### config.mk
export PLATFORM = sky130hd
export DESIGN_NAME = cil_ctrl
export DESIGN_NICKNAME = d
export VERILOG_FILES = /design/src/pkg/cil_pkg.sv /design/src/hw/cil_rx_filter.sv /design/src/hw/cil_ctrl.sv
export SDC_FILE = /design/constraint.sdc
export NUM_CORES = 1
export LEC_CHECK = 0
export BUFFER_PORTS_ARGS = -buffer_cell sky130_fd_sc_hd__buf_2
export CORE_MARGIN = 1.5
export CORE_UTILIZATION = 45
export CTS_BUF_LIST = sky130_fd_sc_hd__clkbuf_8
export CTS_CLUSTER_DIAMETER = 80
export DETAILED_ROUTE_END_ITERATION = 8
export PLACE_DENSITY = 0.59
export SYNTH_ARGS = -nofsm -noshare
export SYNTH_HDL_FRONTEND = slang
export SYNTH_HIERARCHICAL = 1
export SYNTH_SLANG_ARGS = --single-unit
export TNS_END_PERCENT = 1
### constraint.sdc
create_clock -name pclk -period 2.6 [get_ports pclk]
set_clock_uncertainty 0.05 [all_clocks]
set_input_delay 0.52 -clock pclk [delete_from_list [all_inputs] [get_ports pclk]]
set_output_delay 0.52 -clock pclk [all_outputs]
set_load 0.01 [all_outputs]
### src/pkg/cil_pkg.sv
package cil_pkg;
  // register byte offsets
  localparam logic [7:0] OFS_CTRL0 = 8'h00;   // soft reset, sleep request/ack, wait-stop
  localparam logic [7:0] OFS_CTRL1 = 8'h04;   // locked: wakeup filter
  localparam logic [7:0] OFS_TIM0 = 8'h08;    // locked bit timing 0
  localparam logic [7:0] OFS_TIM1 = 8'h0c;    // locked bit timing 1
  localparam logic [7:0] OFS_ACCCTL = 8'h10;  // locked acceptance control
  localparam logic [7:0] OFS_ACCCODE = 8'h14; // locked acceptance code, 4 bytes packed
  localparam logic [7:0] OFS_ACCMASK = 8'h18; // locked acceptance mask, 4 bytes packed
  localparam logic [7:0] OFS_RXFLG = 8'h1c;   // receiver flags, write 1 to clear
  localparam logic [7:0] OFS_RXIEN = 8'h20;   // receiver flag enables
  localparam logic [7:0] OFS_TXFLG = 8'h24;   // tx empty flags
  localparam logic [7:0] OFS_TXIEN = 8'h28;   // tx empty enables
  localparam logic [7:0] OFS_ERRCNT = 8'h2c;  // error counters, read only
  localparam logic [7:0] OFS_MODE = 8'h30;    // current mode, read only
  // control 0 fields
  localparam int B_SOFT_RESET_BIT = 0;
  localparam int B_SLEEP_REQUEST = 1;
  localparam int B_SLEEP_ACK = 2;
  localparam int B_WSTOP = 3;
  // control 1 fields
  localparam int B_WFILT = 0;
  // receiver flag fields
  localparam int B_WAKE = 7;
  localparam int B_RWRN = 6;
  localparam int B_TWRN = 5;
  localparam int B_RPAS = 4;
  localparam int B_TPAS = 3;
  localparam int B_BOFF = 2;
  localparam int B_OVR = 1;
  localparam int B_RXF = 0;
  // error counter limits
  localparam logic [8:0] WARN_LIMIT = 9'h060;     // 96
  localparam logic [8:0] PASSIVE_LIMIT = 9'h07f;  // 127
  localparam logic [8:0] BOFF_LIMIT = 9'h0ff;     // 255
  localparam int RECESSIVE_RUN = 11;
  localparam int BOFF_RUNS = 128;
  localparam int GLITCH_CYCLES = 8;
  localparam logic [31:0] CTRL1_RST = 32'h0000_0000;
  typedef enum logic [1:0] {
    CIL_NORMAL = 2'b00,
    CIL_SLEEP = 2'b01,
    CIL_SOFTRST = 2'b10,
    CIL_PWRDN = 2'b11
  } cil_mode_t;
endpackage

### src/hw/cil_rx_filter.sv
`timescale 1ns/10ps
// low-pass filter on the synchronised receive line
module cil_rx_filter #(
  parameter int LEN = 8
) (
  // clock and reset
  input wire logic pclk,
  input wire logic presetn,
  input wire logic ce,
  // line
  input wire logic enable,
  input wire logic rx_in,
  output logic rx_out
);
  logic [$clog2(LEN+1)-1:0] cnt_ff;
  logic out_ff;
  wire differ = (rx_in != out_ff);
  wire full = (cnt_ff == ($clog2(LEN+1))'(LEN));
  // output follows input only after a stable run, when enabled
  always_ff @(posedge pclk or negedge presetn) begin
    if (!presetn) begin
      cnt_ff <= '0;
      out_ff <= 1'b1;
    end else if (ce) begin
      if (!enable || (differ && full)) begin
        out_ff <= rx_in;
        cnt_ff <= '0;
      end else if (differ) begin
        cnt_ff <= cnt_ff + 1'b1;
      end else begin
        cnt_ff <= '0;
      end
    end
  end
  assign rx_out = out_ff;
endmodule // cil_rx_filter

### src/hw/cil_ctrl.sv
`timescale 1ns/10ps
module cil_ctrl
  import cil_pkg::*;
#(
  parameter int FILT_LEN = GLITCH_CYCLES
) (
  // apb slave
  input wire logic pclk,
  input wire logic presetn,
  input wire logic ce,
  input wire logic psel,
  input wire logic penable,
  input wire logic pwrite,
  input wire logic [7:0] paddr,
  input wire logic [31:0] pwdata,
  output logic [31:0] prdata,
  output logic pready,
  output logic pslverr,
  // host state
  input wire logic host_stop,
  input wire logic host_wait,
  // protocol core status
  input wire logic core_tx_busy,
  input wire logic core_rx_busy,
  input wire logic bit_tick,
  input wire logic [8:0] rx_err_cnt,
  input wire logic [8:0] tx_err_cnt,
  input wire logic overrun_evt,
  input wire logic rx_done_evt,
  input wire logic [2:0] tx_done_evt,
  input wire logic core_tx_bit,
  // bus pins
  input wire logic bus_rx_pin,
  output logic bus_tx_pin,
  // core control
  output logic core_clk_en,
  output logic core_halt,
  output logic copy_allow,
  output logic abort_allow,
  output logic bus_joined,
  output logic boff_recovered,
  output logic [2:0] tx_pending,
  // interrupts
  output logic irq_wakeup,
  output logic irq_error,
  output logic irq_receive,
  output logic irq_transmit
);
  import cil_pkg::*;

  // registers
  logic soft_reset_bit_ff, sleep_request_ff, sleep_ack_ff, wstop_ff;
  logic [31:0] ctrl1_ff, tim0_ff, tim1_ff, accctl_ff, acccode_ff, accmask_ff;
  logic [7:0] rxflg_ff, rxien_ff;
  logic [2:0] txe_ff, txien_ff, pend_ff;
  logic [31:0] prdata_ff;
  logic pready_ff, pslverr_ff;
  cil_mode_t mode_ff;
  logic [1:0] rx_sync_ff;
  logic rx_filt, rx_prev_ff;
  logic [3:0] rec_cnt_ff;
  logic [7:0] boff_runs_ff;
  logic joined_ff, boff_rec_ff, tx_pin_ff, clk_en_ff, halt_ff, copy_ff, abort_ff;
  logic irq_w_ff, irq_e_ff, irq_r_ff, irq_t_ff;

  // receive pin synchroniser
  always_ff @(posedge pclk or negedge presetn) begin
    if (!presetn) rx_sync_ff <= 2'b11;
    else if (ce) rx_sync_ff <= {rx_sync_ff[0], bus_rx_pin};
  end

  // glitch filter used only while asleep with filter bit set
  cil_rx_filter #(.LEN(FILT_LEN)) u_filt (
    .pclk(pclk),
    .presetn(presetn),
    .ce(ce),
    .enable(ctrl1_ff[B_WFILT] && mode_ff == CIL_SLEEP),
    .rx_in(rx_sync_ff[1]),
    .rx_out(rx_filt)
  );

  // mode decode
  wire pwrdn = host_stop || (host_wait && wstop_ff);
  cil_mode_t nxt_mode;
  assign nxt_mode = pwrdn ? CIL_PWRDN : sleep_ack_ff ? CIL_SLEEP : soft_reset_bit_ff ? CIL_SOFTRST : CIL_NORMAL;
  wire asleep = (mode_ff == CIL_SLEEP);
  wire bus_act = rx_prev_ff && !rx_filt;  // dominant edge counts as activity

  // apb decode; any access in power-down answers with error
  wire acc = psel && penable && !pready_ff;
  // writes land at the edge that samples pready high, so a stalled master never half-writes
  wire fin = psel && penable && pready_ff;
  wire wr = fin && pwrite && mode_ff != CIL_PWRDN;
  wire rd = acc && !pwrite && mode_ff != CIL_PWRDN;
  wire unlocked = soft_reset_bit_ff;
  wire wr_ctrl0 = wr && paddr == OFS_CTRL0;
  wire wr_lock = wr && unlocked;
  wire wr_rxflg = wr && paddr == OFS_RXFLG;
  wire wr_txflg = wr && paddr == OFS_TXFLG;
  wire mapped = paddr == OFS_CTRL0 || paddr == OFS_CTRL1 || paddr == OFS_TIM0 || paddr == OFS_TIM1 ||
                paddr == OFS_ACCCTL || paddr == OFS_ACCCODE || paddr == OFS_ACCMASK ||
                paddr == OFS_RXFLG || paddr == OFS_RXIEN || paddr == OFS_TXFLG ||
                paddr == OFS_TXIEN || paddr == OFS_ERRCNT || paddr == OFS_MODE;
  logic [31:0] rd_val;
  assign rd_val = (paddr == OFS_CTRL0) ? {28'h0, wstop_ff, sleep_ack_ff, sleep_request_ff, soft_reset_bit_ff} :
                  (paddr == OFS_CTRL1) ? ctrl1_ff :
                  (paddr == OFS_TIM0) ? tim0_ff :
                  (paddr == OFS_TIM1) ? tim1_ff :
                  (paddr == OFS_ACCCTL) ? accctl_ff :
                  (paddr == OFS_ACCCODE) ? acccode_ff :
                  (paddr == OFS_ACCMASK) ? accmask_ff :
                  (paddr == OFS_RXFLG) ? {24'h0, rxflg_ff} :
                  (paddr == OFS_RXIEN) ? {24'h0, rxien_ff} :
                  (paddr == OFS_TXFLG) ? {29'h0, txe_ff} :
                  (paddr == OFS_TXIEN) ? {29'h0, txien_ff} :
                  (paddr == OFS_ERRCNT) ? {7'h0, tx_err_cnt, 7'h0, rx_err_cnt} :
                  (paddr == OFS_MODE) ? {30'h0, mode_ff} : 32'h0;

  // live conditions; a set condition keeps its flag standing
  logic [7:0] cond;
  assign cond[B_WAKE] = asleep && sleep_ack_ff && rxien_ff[B_WAKE] && bus_act;
  assign cond[B_RWRN] = rx_err_cnt >= WARN_LIMIT;
  assign cond[B_TWRN] = tx_err_cnt >= WARN_LIMIT;
  assign cond[B_RPAS] = rx_err_cnt > PASSIVE_LIMIT;
  assign cond[B_TPAS] = tx_err_cnt > PASSIVE_LIMIT;
  assign cond[B_BOFF] = tx_err_cnt > BOFF_LIMIT;
  assign cond[B_OVR] = overrun_evt;
  assign cond[B_RXF] = rx_done_evt && !asleep;  // no copy into foreground while asleep
  logic [7:0] nxt_rxflg;
  assign nxt_rxflg = cond | (rxflg_ff & ~(wr_rxflg ? pwdata[7:0] : 8'h00));
  logic [2:0] nxt_txe;
  assign nxt_txe = tx_done_evt | (txe_ff & ~(wr_txflg ? pwdata[2:0] : 3'h0));

  // apb answer: one wait state, then pready for a cycle
  always_ff @(posedge pclk or negedge presetn) begin
    if (!presetn) begin
      pready_ff <= 1'b0;
      pslverr_ff <= 1'b0;
      prdata_ff <= 32'h0;
    end else if (ce) begin
      pready_ff <= acc;
      pslverr_ff <= acc && (!mapped || mode_ff == CIL_PWRDN);
      prdata_ff <= rd ? rd_val : 32'h0;
    end
  end

  // control 0: sleep handshake and soft reset
  always_ff @(posedge pclk or negedge presetn) begin
    if (!presetn) begin
      soft_reset_bit_ff <= 1'b1;
      sleep_request_ff <= 1'b0;
      wstop_ff <= 1'b0;
    end else if (ce && wr_ctrl0) begin
      soft_reset_bit_ff <= pwdata[B_SOFT_RESET_BIT];
      wstop_ff <= pwdata[B_WSTOP];
      // request may only fall once acknowledged
      sleep_request_ff <= pwdata[B_SLEEP_REQUEST] || (sleep_request_ff && !sleep_ack_ff);
    end else if (ce && asleep && bus_act) begin
      sleep_request_ff <= 1'b0;  // bus wakeup withdraws the request
    end
  end

  // sleep ack follows actual entry and exit
  always_ff @(posedge pclk or negedge presetn) begin
    if (!presetn) sleep_ack_ff <= 1'b0;
    else if (ce) begin
      if (!sleep_request_ff || soft_reset_bit_ff || (sleep_ack_ff && bus_act)) sleep_ack_ff <= 1'b0;
      else if (!core_tx_busy && !core_rx_busy && tx_pending == 3'h0) sleep_ack_ff <= 1'b1;
    end
  end

  // locked configuration
  always_ff @(posedge pclk or negedge presetn) begin
    if (!presetn) begin
      ctrl1_ff <= CTRL1_RST;
      tim0_ff <= 32'h0;
      tim1_ff <= 32'h0;
      accctl_ff <= 32'h0;
      acccode_ff <= 32'h0;
      accmask_ff <= 32'h0;
    end else if (ce && wr_lock) begin
      if (paddr == OFS_CTRL1) ctrl1_ff <= pwdata;
      if (paddr == OFS_TIM0) tim0_ff <= pwdata;
      if (paddr == OFS_TIM1) tim1_ff <= pwdata;
      if (paddr == OFS_ACCCTL) accctl_ff <= pwdata;
      if (paddr == OFS_ACCCODE) acccode_ff <= pwdata;
      if (paddr == OFS_ACCMASK) accmask_ff <= pwdata;
    end
  end

  // flags and enables
  always_ff @(posedge pclk or negedge presetn) begin
    if (!presetn) begin
      rxflg_ff <= 8'h00;
      rxien_ff <= 8'h00;
      txe_ff <= 3'h7;
      txien_ff <= 3'h0;
      pend_ff <= 3'h0;
    end else if (ce) begin
      rxflg_ff <= nxt_rxflg;
      txe_ff <= nxt_txe;
      pend_ff <= ~nxt_txe;
      if (wr && paddr == OFS_RXIEN) rxien_ff <= pwdata[7:0];
      if (wr && paddr == OFS_TXIEN) txien_ff <= pwdata[2:0];
    end
  end
  assign tx_pending = pend_ff;

  // mode, clocks, halts and deferred actions
  always_ff @(posedge pclk or negedge presetn) begin
    if (!presetn) begin
      mode_ff <= CIL_SOFTRST;
      clk_en_ff <= 1'b0;
      halt_ff <= 1'b1;
      copy_ff <= 1'b0;
      abort_ff <= 1'b0;
      rx_prev_ff <= 1'b1;
    end else if (ce) begin
      mode_ff <= nxt_mode;
      rx_prev_ff <= rx_filt;
      clk_en_ff <= nxt_mode == CIL_NORMAL;
      halt_ff <= nxt_mode == CIL_SOFTRST || nxt_mode == CIL_PWRDN;
      copy_ff <= nxt_mode == CIL_NORMAL;  // pending copy runs once awake
      abort_ff <= nxt_mode == CIL_NORMAL;
    end
  end

  // recessive-run counter for bus join and bus-off recovery
  wire run_done = rec_cnt_ff == 4'(RECESSIVE_RUN - 1);
  always_ff @(posedge pclk or negedge presetn) begin
    if (!presetn) begin
      rec_cnt_ff <= 4'h0;
      boff_runs_ff <= 8'h00;
      joined_ff <= 1'b0;
      boff_rec_ff <= 1'b0;
    end else if (ce) begin
      boff_rec_ff <= 1'b0;
      if (mode_ff != CIL_NORMAL) begin
        joined_ff <= 1'b0;  // rejoin only after fresh idle run
        rec_cnt_ff <= 4'h0;  // boff_runs_ff held, so the count pauses
      end else if (bit_tick) begin
        if (!rx_filt) rec_cnt_ff <= 4'h0;
        else if (run_done) begin
          rec_cnt_ff <= 4'h0;
          joined_ff <= 1'b1;
          if (rxflg_ff[B_BOFF]) begin
            boff_runs_ff <= (boff_runs_ff == 8'(BOFF_RUNS - 1)) ? 8'h00 : boff_runs_ff + 8'h01;
            boff_rec_ff <= boff_runs_ff == 8'(BOFF_RUNS - 1);
          end
        end else rec_cnt_ff <= rec_cnt_ff + 4'h1;
      end
    end
  end

  // tx pin: recessive unless normal and joined
  always_ff @(posedge pclk or negedge presetn) begin
    if (!presetn) tx_pin_ff <= 1'b1;
    else if (ce) tx_pin_ff <= (nxt_mode == CIL_NORMAL && joined_ff) ? core_tx_bit : 1'b1;
  end

  // interrupt lines from flags and enables
  always_ff @(posedge pclk or negedge presetn) begin
    if (!presetn) begin
      irq_w_ff <= 1'b0;
      irq_e_ff <= 1'b0;
      irq_r_ff <= 1'b0;
      irq_t_ff <= 1'b0;
    end else if (ce) begin
      irq_w_ff <= nxt_rxflg[B_WAKE] && rxien_ff[B_WAKE];
      irq_e_ff <= |(nxt_rxflg[B_RWRN:B_OVR] & rxien_ff[B_RWRN:B_OVR]);
      irq_r_ff <= nxt_rxflg[B_RXF] && rxien_ff[B_RXF];
      irq_t_ff <= |(nxt_txe & txien_ff);
    end
  end

  assign prdata = prdata_ff;
  assign pready = pready_ff;
  assign pslverr = pslverr_ff;
  assign bus_tx_pin = tx_pin_ff;
  assign core_clk_en = clk_en_ff;
  assign core_halt = halt_ff;
  assign copy_allow = copy_ff;
  assign abort_allow = abort_ff;
  assign bus_joined = joined_ff;
  assign boff_recovered = boff_rec_ff;
  assign irq_wakeup = irq_w_ff;
  assign irq_error = irq_e_ff;
  assign irq_receive = irq_r_ff;
  assign irq_transmit = irq_t_ff;

  // assertions
  chk_stop_recessive: assert property (@(posedge pclk) disable iff (!presetn)
    ce && host_stop |=> bus_tx_pin) else $error("tx pin not recessive in stop");
  chk_ack_needs_req: assert property (@(posedge pclk) disable iff (!presetn)
    sleep_ack_ff |-> mode_ff == CIL_SLEEP || pwrdn || $past(sleep_request_ff)) else $error("ack without request");
  chk_req_hold: assert property (@(posedge pclk) disable iff (!presetn)
    ce && sleep_request_ff && !sleep_ack_ff && !(asleep && bus_act) |=> sleep_request_ff) else $error("request cleared early");
  chk_flag_stays: assert property (@(posedge pclk) disable iff (!presetn)
    ce && cond[B_BOFF] |=> rxflg_ff[B_BOFF]) else $error("flag cleared while condition holds");
  chk_lock_cfg: assert property (@(posedge pclk) disable iff (!presetn)
    ce && !soft_reset_bit_ff |=> $stable(tim0_ff) && $stable(ctrl1_ff)) else $error("locked register changed");
  chk_wake_gate: assert property (@(posedge pclk) disable iff (!presetn)
    $rose(rxflg_ff[B_WAKE]) |-> $past(sleep_ack_ff) && $past(rxien_ff[B_WAKE])) else $error("wakeup not gated");
  chk_irq_err: assert property (@(posedge pclk) disable iff (!presetn)
    ce ##1 1 |-> irq_error == |(rxflg_ff[B_RWRN:B_OVR] & $past(rxien_ff[B_RWRN:B_OVR])))
    else $error("error irq mismatch");
  chk_pwrdn_err: assert property (@(posedge pclk) disable iff (!presetn)
    ce && acc && mode_ff == CIL_PWRDN |=> pready && pslverr) else $error("access in power-down");
  chk_sleep_idle: assert property (@(posedge pclk) disable iff (!presetn)
    ce && $rose(sleep_ack_ff) |-> $past(!core_tx_busy && !core_rx_busy)) else $error("slept while busy");
  chk_pwrdn_tx: assert property (@(posedge pclk) disable iff (!presetn)
    ce && pwrdn |=> bus_tx_pin) else $error("tx pin not recessive in power-down");
  chk_sleep_tx: assert property (@(posedge pclk) disable iff (!presetn)
    asleep |-> bus_tx_pin) else $error("tx pin driven while asleep");
  chk_sleep_nocopy: assert property (@(posedge pclk) disable iff (!presetn)
    ce && asleep |=> !$rose(rxflg_ff[B_RXF])) else $error("receive flag set while asleep");
  chk_softrst_halt: assert property (@(posedge pclk) disable iff (!presetn)
    ce && soft_reset_bit_ff && !sleep_ack_ff |=> core_halt) else $error("core not halted in soft reset");
  chk_clk_normal: assert property (@(posedge pclk) disable iff (!presetn)
    core_clk_en |-> mode_ff == CIL_NORMAL) else $error("core clock running outside normal");
endmodule // cil_ctrl

Yosys cells after proc, flatten, opt, wreduce, memory -nomap -nowiden
Index checks and enable logic that the tools add are counted.
- $lt $le $gt $ge: 5
- equal/unequal tests: 21
- add/sub/neg operators: 3
- bitwise gates (word level): 10
- reductions and logical operators: 86
- mux-type cells: 40
- operator list (kind ; number):
    $mux 32 ; 8
    $mux 25 ; 5
    $eq 8x6->1 const B ; 5
    $logic_and 1x1->1 ; 33
    $eq 8x5->1 const B ; 4
    $mux 4 ; 6
    $reduce_and 2->1 ; 11
    $logic_or 1x1->1 ; 19
    $ge 9x7->1 const B ; 2
    $gt 9x7->1 const B ; 2
    $eq 8x4->1 const B ; 2
    $mux 8 ; 2
    $mux 1 ; 14
    $reduce_bool 2->1 ; 6
    $logic_not 1->1 ; 10
    $gt 9x8->1 const B ; 1
    $add 4x1->4 const B ; 2
    $add 8x1->8 const B ; 1
    $and 8x8->8 ; 1
    $eq 4x4->1 const B ; 2
    $eq 8x3->1 const B ; 1
    $eq 8x7->1 const B ; 1
    $logic_not 8->1 ; 1
    $mux 2 ; 4
    18 further kinds ; 22
- output and inout bits: 48
- flip-flop bits (word level): 286

Depth between registers and ports, before layout
- word-level depth: 16
- gate-level depth with buffers: 8
- mapped depth without buffers: 7

Hierarchy
The synthesis kept the hierarchy.
- by module, submodules not included (module ; cells an instance ; times used ; sequential area each (um^2) ; area an instance (um^2)):
    cil_ctrl ; 1089 ; 1 ; 7044.3 ; 13067.5
    cil_rx_filter ; 28 ; 1 ; 126.4 ; 300.3

Least setup slack after synthesis
OpenSTA, ideal clock, no wires.
- kind: input-to-reg
- from: input port paddr[0]
- to: register tim0_ff[10]
- arrival: 2.214 ns
- library setup time: 0.125 ns
- buffers on the path: 3
- stages: 8
- setup slack: 0.211 ns
- cell sequence: clkbuf_1 or2_2 clkbuf_1 nor2_1 nand2_1 nor2_1 buf_4 mux2_2
- longest elaborated chain between the ends: 2
- RTL lines (element ; line ; RTL):
    start: declaration ; cil_ctrl.sv:14 ; input wire logic [7:0] paddr,
    $eq 8x4->1 ; cil_ctrl.sv:183 ; if (paddr == OFS_TIM0) tim0_ff <= pwdata;
    $reduce_and 2->1 (no source line) ; n/a ;
    end signal: assignment ; cil_ctrl.sv:183 ;
    end: declaration ; cil_ctrl.sv:53 ; logic [31:0] ctrl1_ff, tim0_ff, tim1_ff, accctl_ff, acccode_ff, accmask_ff;
No other way between the ends.
A chain may end at the register's enable or synchronous reset.

Final worst setup path
- from: register rec_cnt_ff[0]
- to: register boff_runs_ff[0]
- longest elaborated chain between the ends: 2
- RTL lines (element ; line ; RTL):
    start: declaration ; cil_ctrl.sv:61 ; logic [3:0] rec_cnt_ff;
    start signal: assignment ; cil_ctrl.sv:250 ; end else rec_cnt_ff <= rec_cnt_ff + 4'h1;
    $eq 4x4->1 ; cil_ctrl.sv:229 ; wire run_done = rec_cnt_ff == 4'(RECESSIVE_RUN - 1);
    $reduce_and 6->1 (no source line) ; n/a ;
    end signal: assignment ; cil_ctrl.sv:247 ; boff_runs_ff <= (boff_runs_ff == 8'(BOFF_RUNS - 1)) ? 8'h00 : boff_runs_ff + 8'h01;
    end: declaration ; cil_ctrl.sv:62 ; logic [7:0] boff_runs_ff;
No other way between the ends.

==> qor.txt <==
Vias: 10000
Fin Hold WS: 0.117 ns
Final setup margin: 0.445 ns
CP Max Fanout: 6
Synth cell types: 75
Fraction of registers with async set/reset: 100%
Layout area overhead: 19.5%
Hold path cells: 2
Most frequent CP cell: nor3_1
CTS clk-pin slew, worst paths: 0.05 ns
Final hold vios: 0
CP top delay family: simple AND/OR/NAND/NOR gates
Worst-Skew Late Latency: 0.58 ns
Critical Path RT: 2.98 ns
Post-synth EDFFs: 0
Row cnt: 62
Setup WS pre-CTS: -0.0277 ns
Global-route wire length before repair: 58800 µm
Vias in the first global route: 10200
I/O pins: 124
Initial drt markers: 735
Mapped Nets: 1198
Overall power: 9.25 mW
Highest clock rate: 464 MHz
Worst rel slew slack: 58.4%
Post-Synth Simple-Gate Area: 8.70%
RSZ-0062 raised after global routing: no
Post-synthesis xor/xnor area fraction: 0.459%
Clk buf depth: 3
Post-synthesis mux area share: 18.5%
Synth Flop Type: dfrtp_1
Placed Instances: 1627
Synth Area in Compound Gates: 15.0%
CP arrival: 2.53 ns
Non-Filler Instances: 1718
Largest net degree at the start of global routing: 63
CP Depth: 8
Mapped Cells: 1117
Sink Count: 286
Drt first pass iters: 6
Pwr dens: 579 mW/mm²
# nets final: 1377
TNS Setup: 0 ns
Die area: 0.0307 mm²
Clock root cell: clkbuf_8
MaxCap Viol Count: 0
Crit path time final: 2.16 ns
Slowest library cell on the worst path: nor3_1
Initial antenna violation count: 2
Synth Area in Adders: 0.468%
DRT antenna net count: 0
Status: finished clean
Buf/Inv on CP: 2
Vias/cell: 5.82
Setup Viol. Count Final: 0
CP Capture Type: flip-flop
Drc violations: 0
DPL Wire Length: 24300 µm
Post-CTS setup buffers: 0
R2R cell count: 8
DRT Wirelength: 36800 µm
Share of cells above drive strength 1: 37.8%
Worst path max stage delay: 0.43 ns
P_leak: 7.66 nW
CTS tree: yes
Initial Util: 46.2%
Max VDD drop: 317 µV
Seq/Total Area, Yosys: 53.6%
DIE HEIGHT: 175 µm
Synth Register Bits: 286
I/O Buffers: 123
Grt ovf: 0
Cell Area, Synth: 0.0134 mm²
DR WL/cell: 21.4 µm
# H-tree levels: 2
Slew of the pin with the lowest slew margin: 0.619 ns
Cts bufs inserted: 50
Avg Cell Area, Syn: 12.0 µm²
Syn. warnings: 6
Crit path launch type: flip-flop
GPL Wtd Cong: 0.856
HP Class: in -> reg
Crit share post-route: 82.9%
Max Transition Viols Final: 0
Crit Path Class: reg -> reg
Core box area: 0.0289 mm²
Worst-path cell chain: inv_1 > ha_1 > nand3b_1 > nor3_1 > buf_4 > nand3_1 > nor3_1 > nor2_1
Gr usage total: 24.6%
Main combinational cell family by area after synthesis: multiplexers
DIE WIDTH: 175 µm
-- synth_stat cells, drive strengths merged (10+ instances only) --
| cell type | number | area, µm² |
|---|---|---|
| a21oi | 54 | 274 |
| inv | 17 | 63.8 |
| nor2 | 48 | 190 |
| a22o | 23 | 201 |
| nand3 | 32 | 160 |
| dfrtp | 275 | 6880 |
| o22ai | 18 | 113 |
| clkbuf | 32 | 120 |
| dfstp | 11 | 289 |
| nor3 | 14 | 103 |
| a22oi | 42 | 315 |
| nor2b | 10 | 62.6 |
| o21ai | 54 | 270 |
| nand2 | 70 | 263 |
| buf | 42 | 249 |
| o2bb2ai | 30 | 263 |
| mux2 | 212 | 2390 |
-- logic make-up (layout without fill, tap and decap cells) --
| group | after synthesis | count (layout) |
|---|---|---|
| AOI/OAI and AO/OA | 288 | 288 |
| xor gates and xnor gates | 7 | 7 |
| adders and majority gates | 5 | 5 |
| buffers and inverters | 93 | 309 |
| DFF | 286 | 286 |
| muxes | 220 | 220 |
| other | 0 | 1 |
| and+or+nand+nor | 218 | 218 |
-- path summary, 6_finish.rpt --
kind / slack (ns) / startpoint / endpoint
worst max-delay path: 0.44 / rec_cnt_ff[0] / boff_runs_ff[0]
worst min-delay path: 0.12 / tx_done_evt[1] / tx_pending[1]
worst max register to register: 0.44 / rec_cnt_ff[0] / boff_runs_ff[0]
worst min register to register: 0.43 / boff_recovered / boff_recovered
max in group asynchronous: 1.32 / presetn / accctl_ff[13]
min in group asynchronous: 0.46 / presetn / rxien_ff[4]
-- timing repair --
action                    CTS  global route
gates resized for setup     0             0
hold endpoints to repair   50             0
hold buffers                1             0
-- where the power goes --
group / internal, mW / switching, mW
clock network: 2.28 / 1.85
registers: 4.50 / 0.0353
logic: 0.191 / 0.396
-- placed cells by master, fill, tap and decap left out, types with 4 or more instances in the layout --
master | netlist | final
a22oi_1 | 42 | 42
o21ai_0 | 54 | 54
a31oi_1 | 5 | 5
o221ai_1 | 8 | 8
nand3_1 | 32 | 32
clkbuf_8 | 0 | 63
buf_4 | 12 | 60
a22o_1 | 23 | 23
o31ai_1 | 5 | 5
dfstp_2 | 11 | 11
buf_12 | 0 | 17
dfrtp_1 | 275 | 275
nor3_1 | 10 | 10
o21a_1 | 5 | 5
nor2_4 | 0 | 4
a21boi_0 | 4 | 4
nand4_1 | 6 | 6
a21oi_1 | 53 | 53
inv_1 | 17 | 36
nand2_1 | 70 | 70
xor2_1 | 4 | 4
nor2_1 | 44 | 41
mux2i_1 | 8 | 8
and2_1 | 7 | 7
mux2_1 | 14 | 14
buf_2 | 25 | 122
a32oi_1 | 4 | 4
mux2_2 | 198 | 198
o211ai_1 | 5 | 5
ha_1 | 5 | 5
nor2b_1 | 10 | 10
o22ai_1 | 18 | 18
o2bb2ai_1 | 30 | 30
-- cell type report --
cell class / count / area, µm²
Antenna cell: 1 / 2.50
Multi-Input combinational cell: 738 / 5800
Inverter: 19 / 71.3
Tap cell: 384 / 480
Fill cell: 2536 / 13000
Timing Repair Buffer: 201 / 1430
Clock buffer: 63 / 867
Sequential cell: 286 / 7170
Clock inverter: 26 / 153
-- metal layers --
layer / track usage [%] / vias up / wire, µm / part of all wire, %
met1: 35.2 / 5103 / 17200 / 47
met4: 6.73 / 2 / 801 / 2.2
li1: - / 4541 / - / -
met5: 0 / - / 11 / 0.030
met2: 38.8 / 292 / 16700 / 45
met3: 4.09 / 67 / 2070 / 5.6
-- stage by stage --
| stage | util [%] | area (µm²) |
|---|---|---|
| floorplan | - | 13400 |
| global placement | 51.6 | 14900 |
| detailed placement | 51.6 | 14900 |
| CTS | 55.2 | 16000 |
| global route | 55.2 | 16000 |
| finish | 55.2 | 16000 |
-- sequential cells by signal, summed over array words and instances, names as in the netlist, 2 cells and up --
name and flops:
txien_ff 3, rxflg_ff 8, accctl_ff 32, acccode_ff 32
tim1_ff 32, accmask_ff 32, rx_sync_ff 2, ctrl1_ff 32
prdata 32, tim0_ff 32, rec_cnt_ff 4, u_filt/cnt_ff 4
rxien_ff 8, boff_runs_ff 8, tx_pending 3, txe_ff 3
mode_ff 2
No activity file was read; power rests on OpenSTA's default activity.
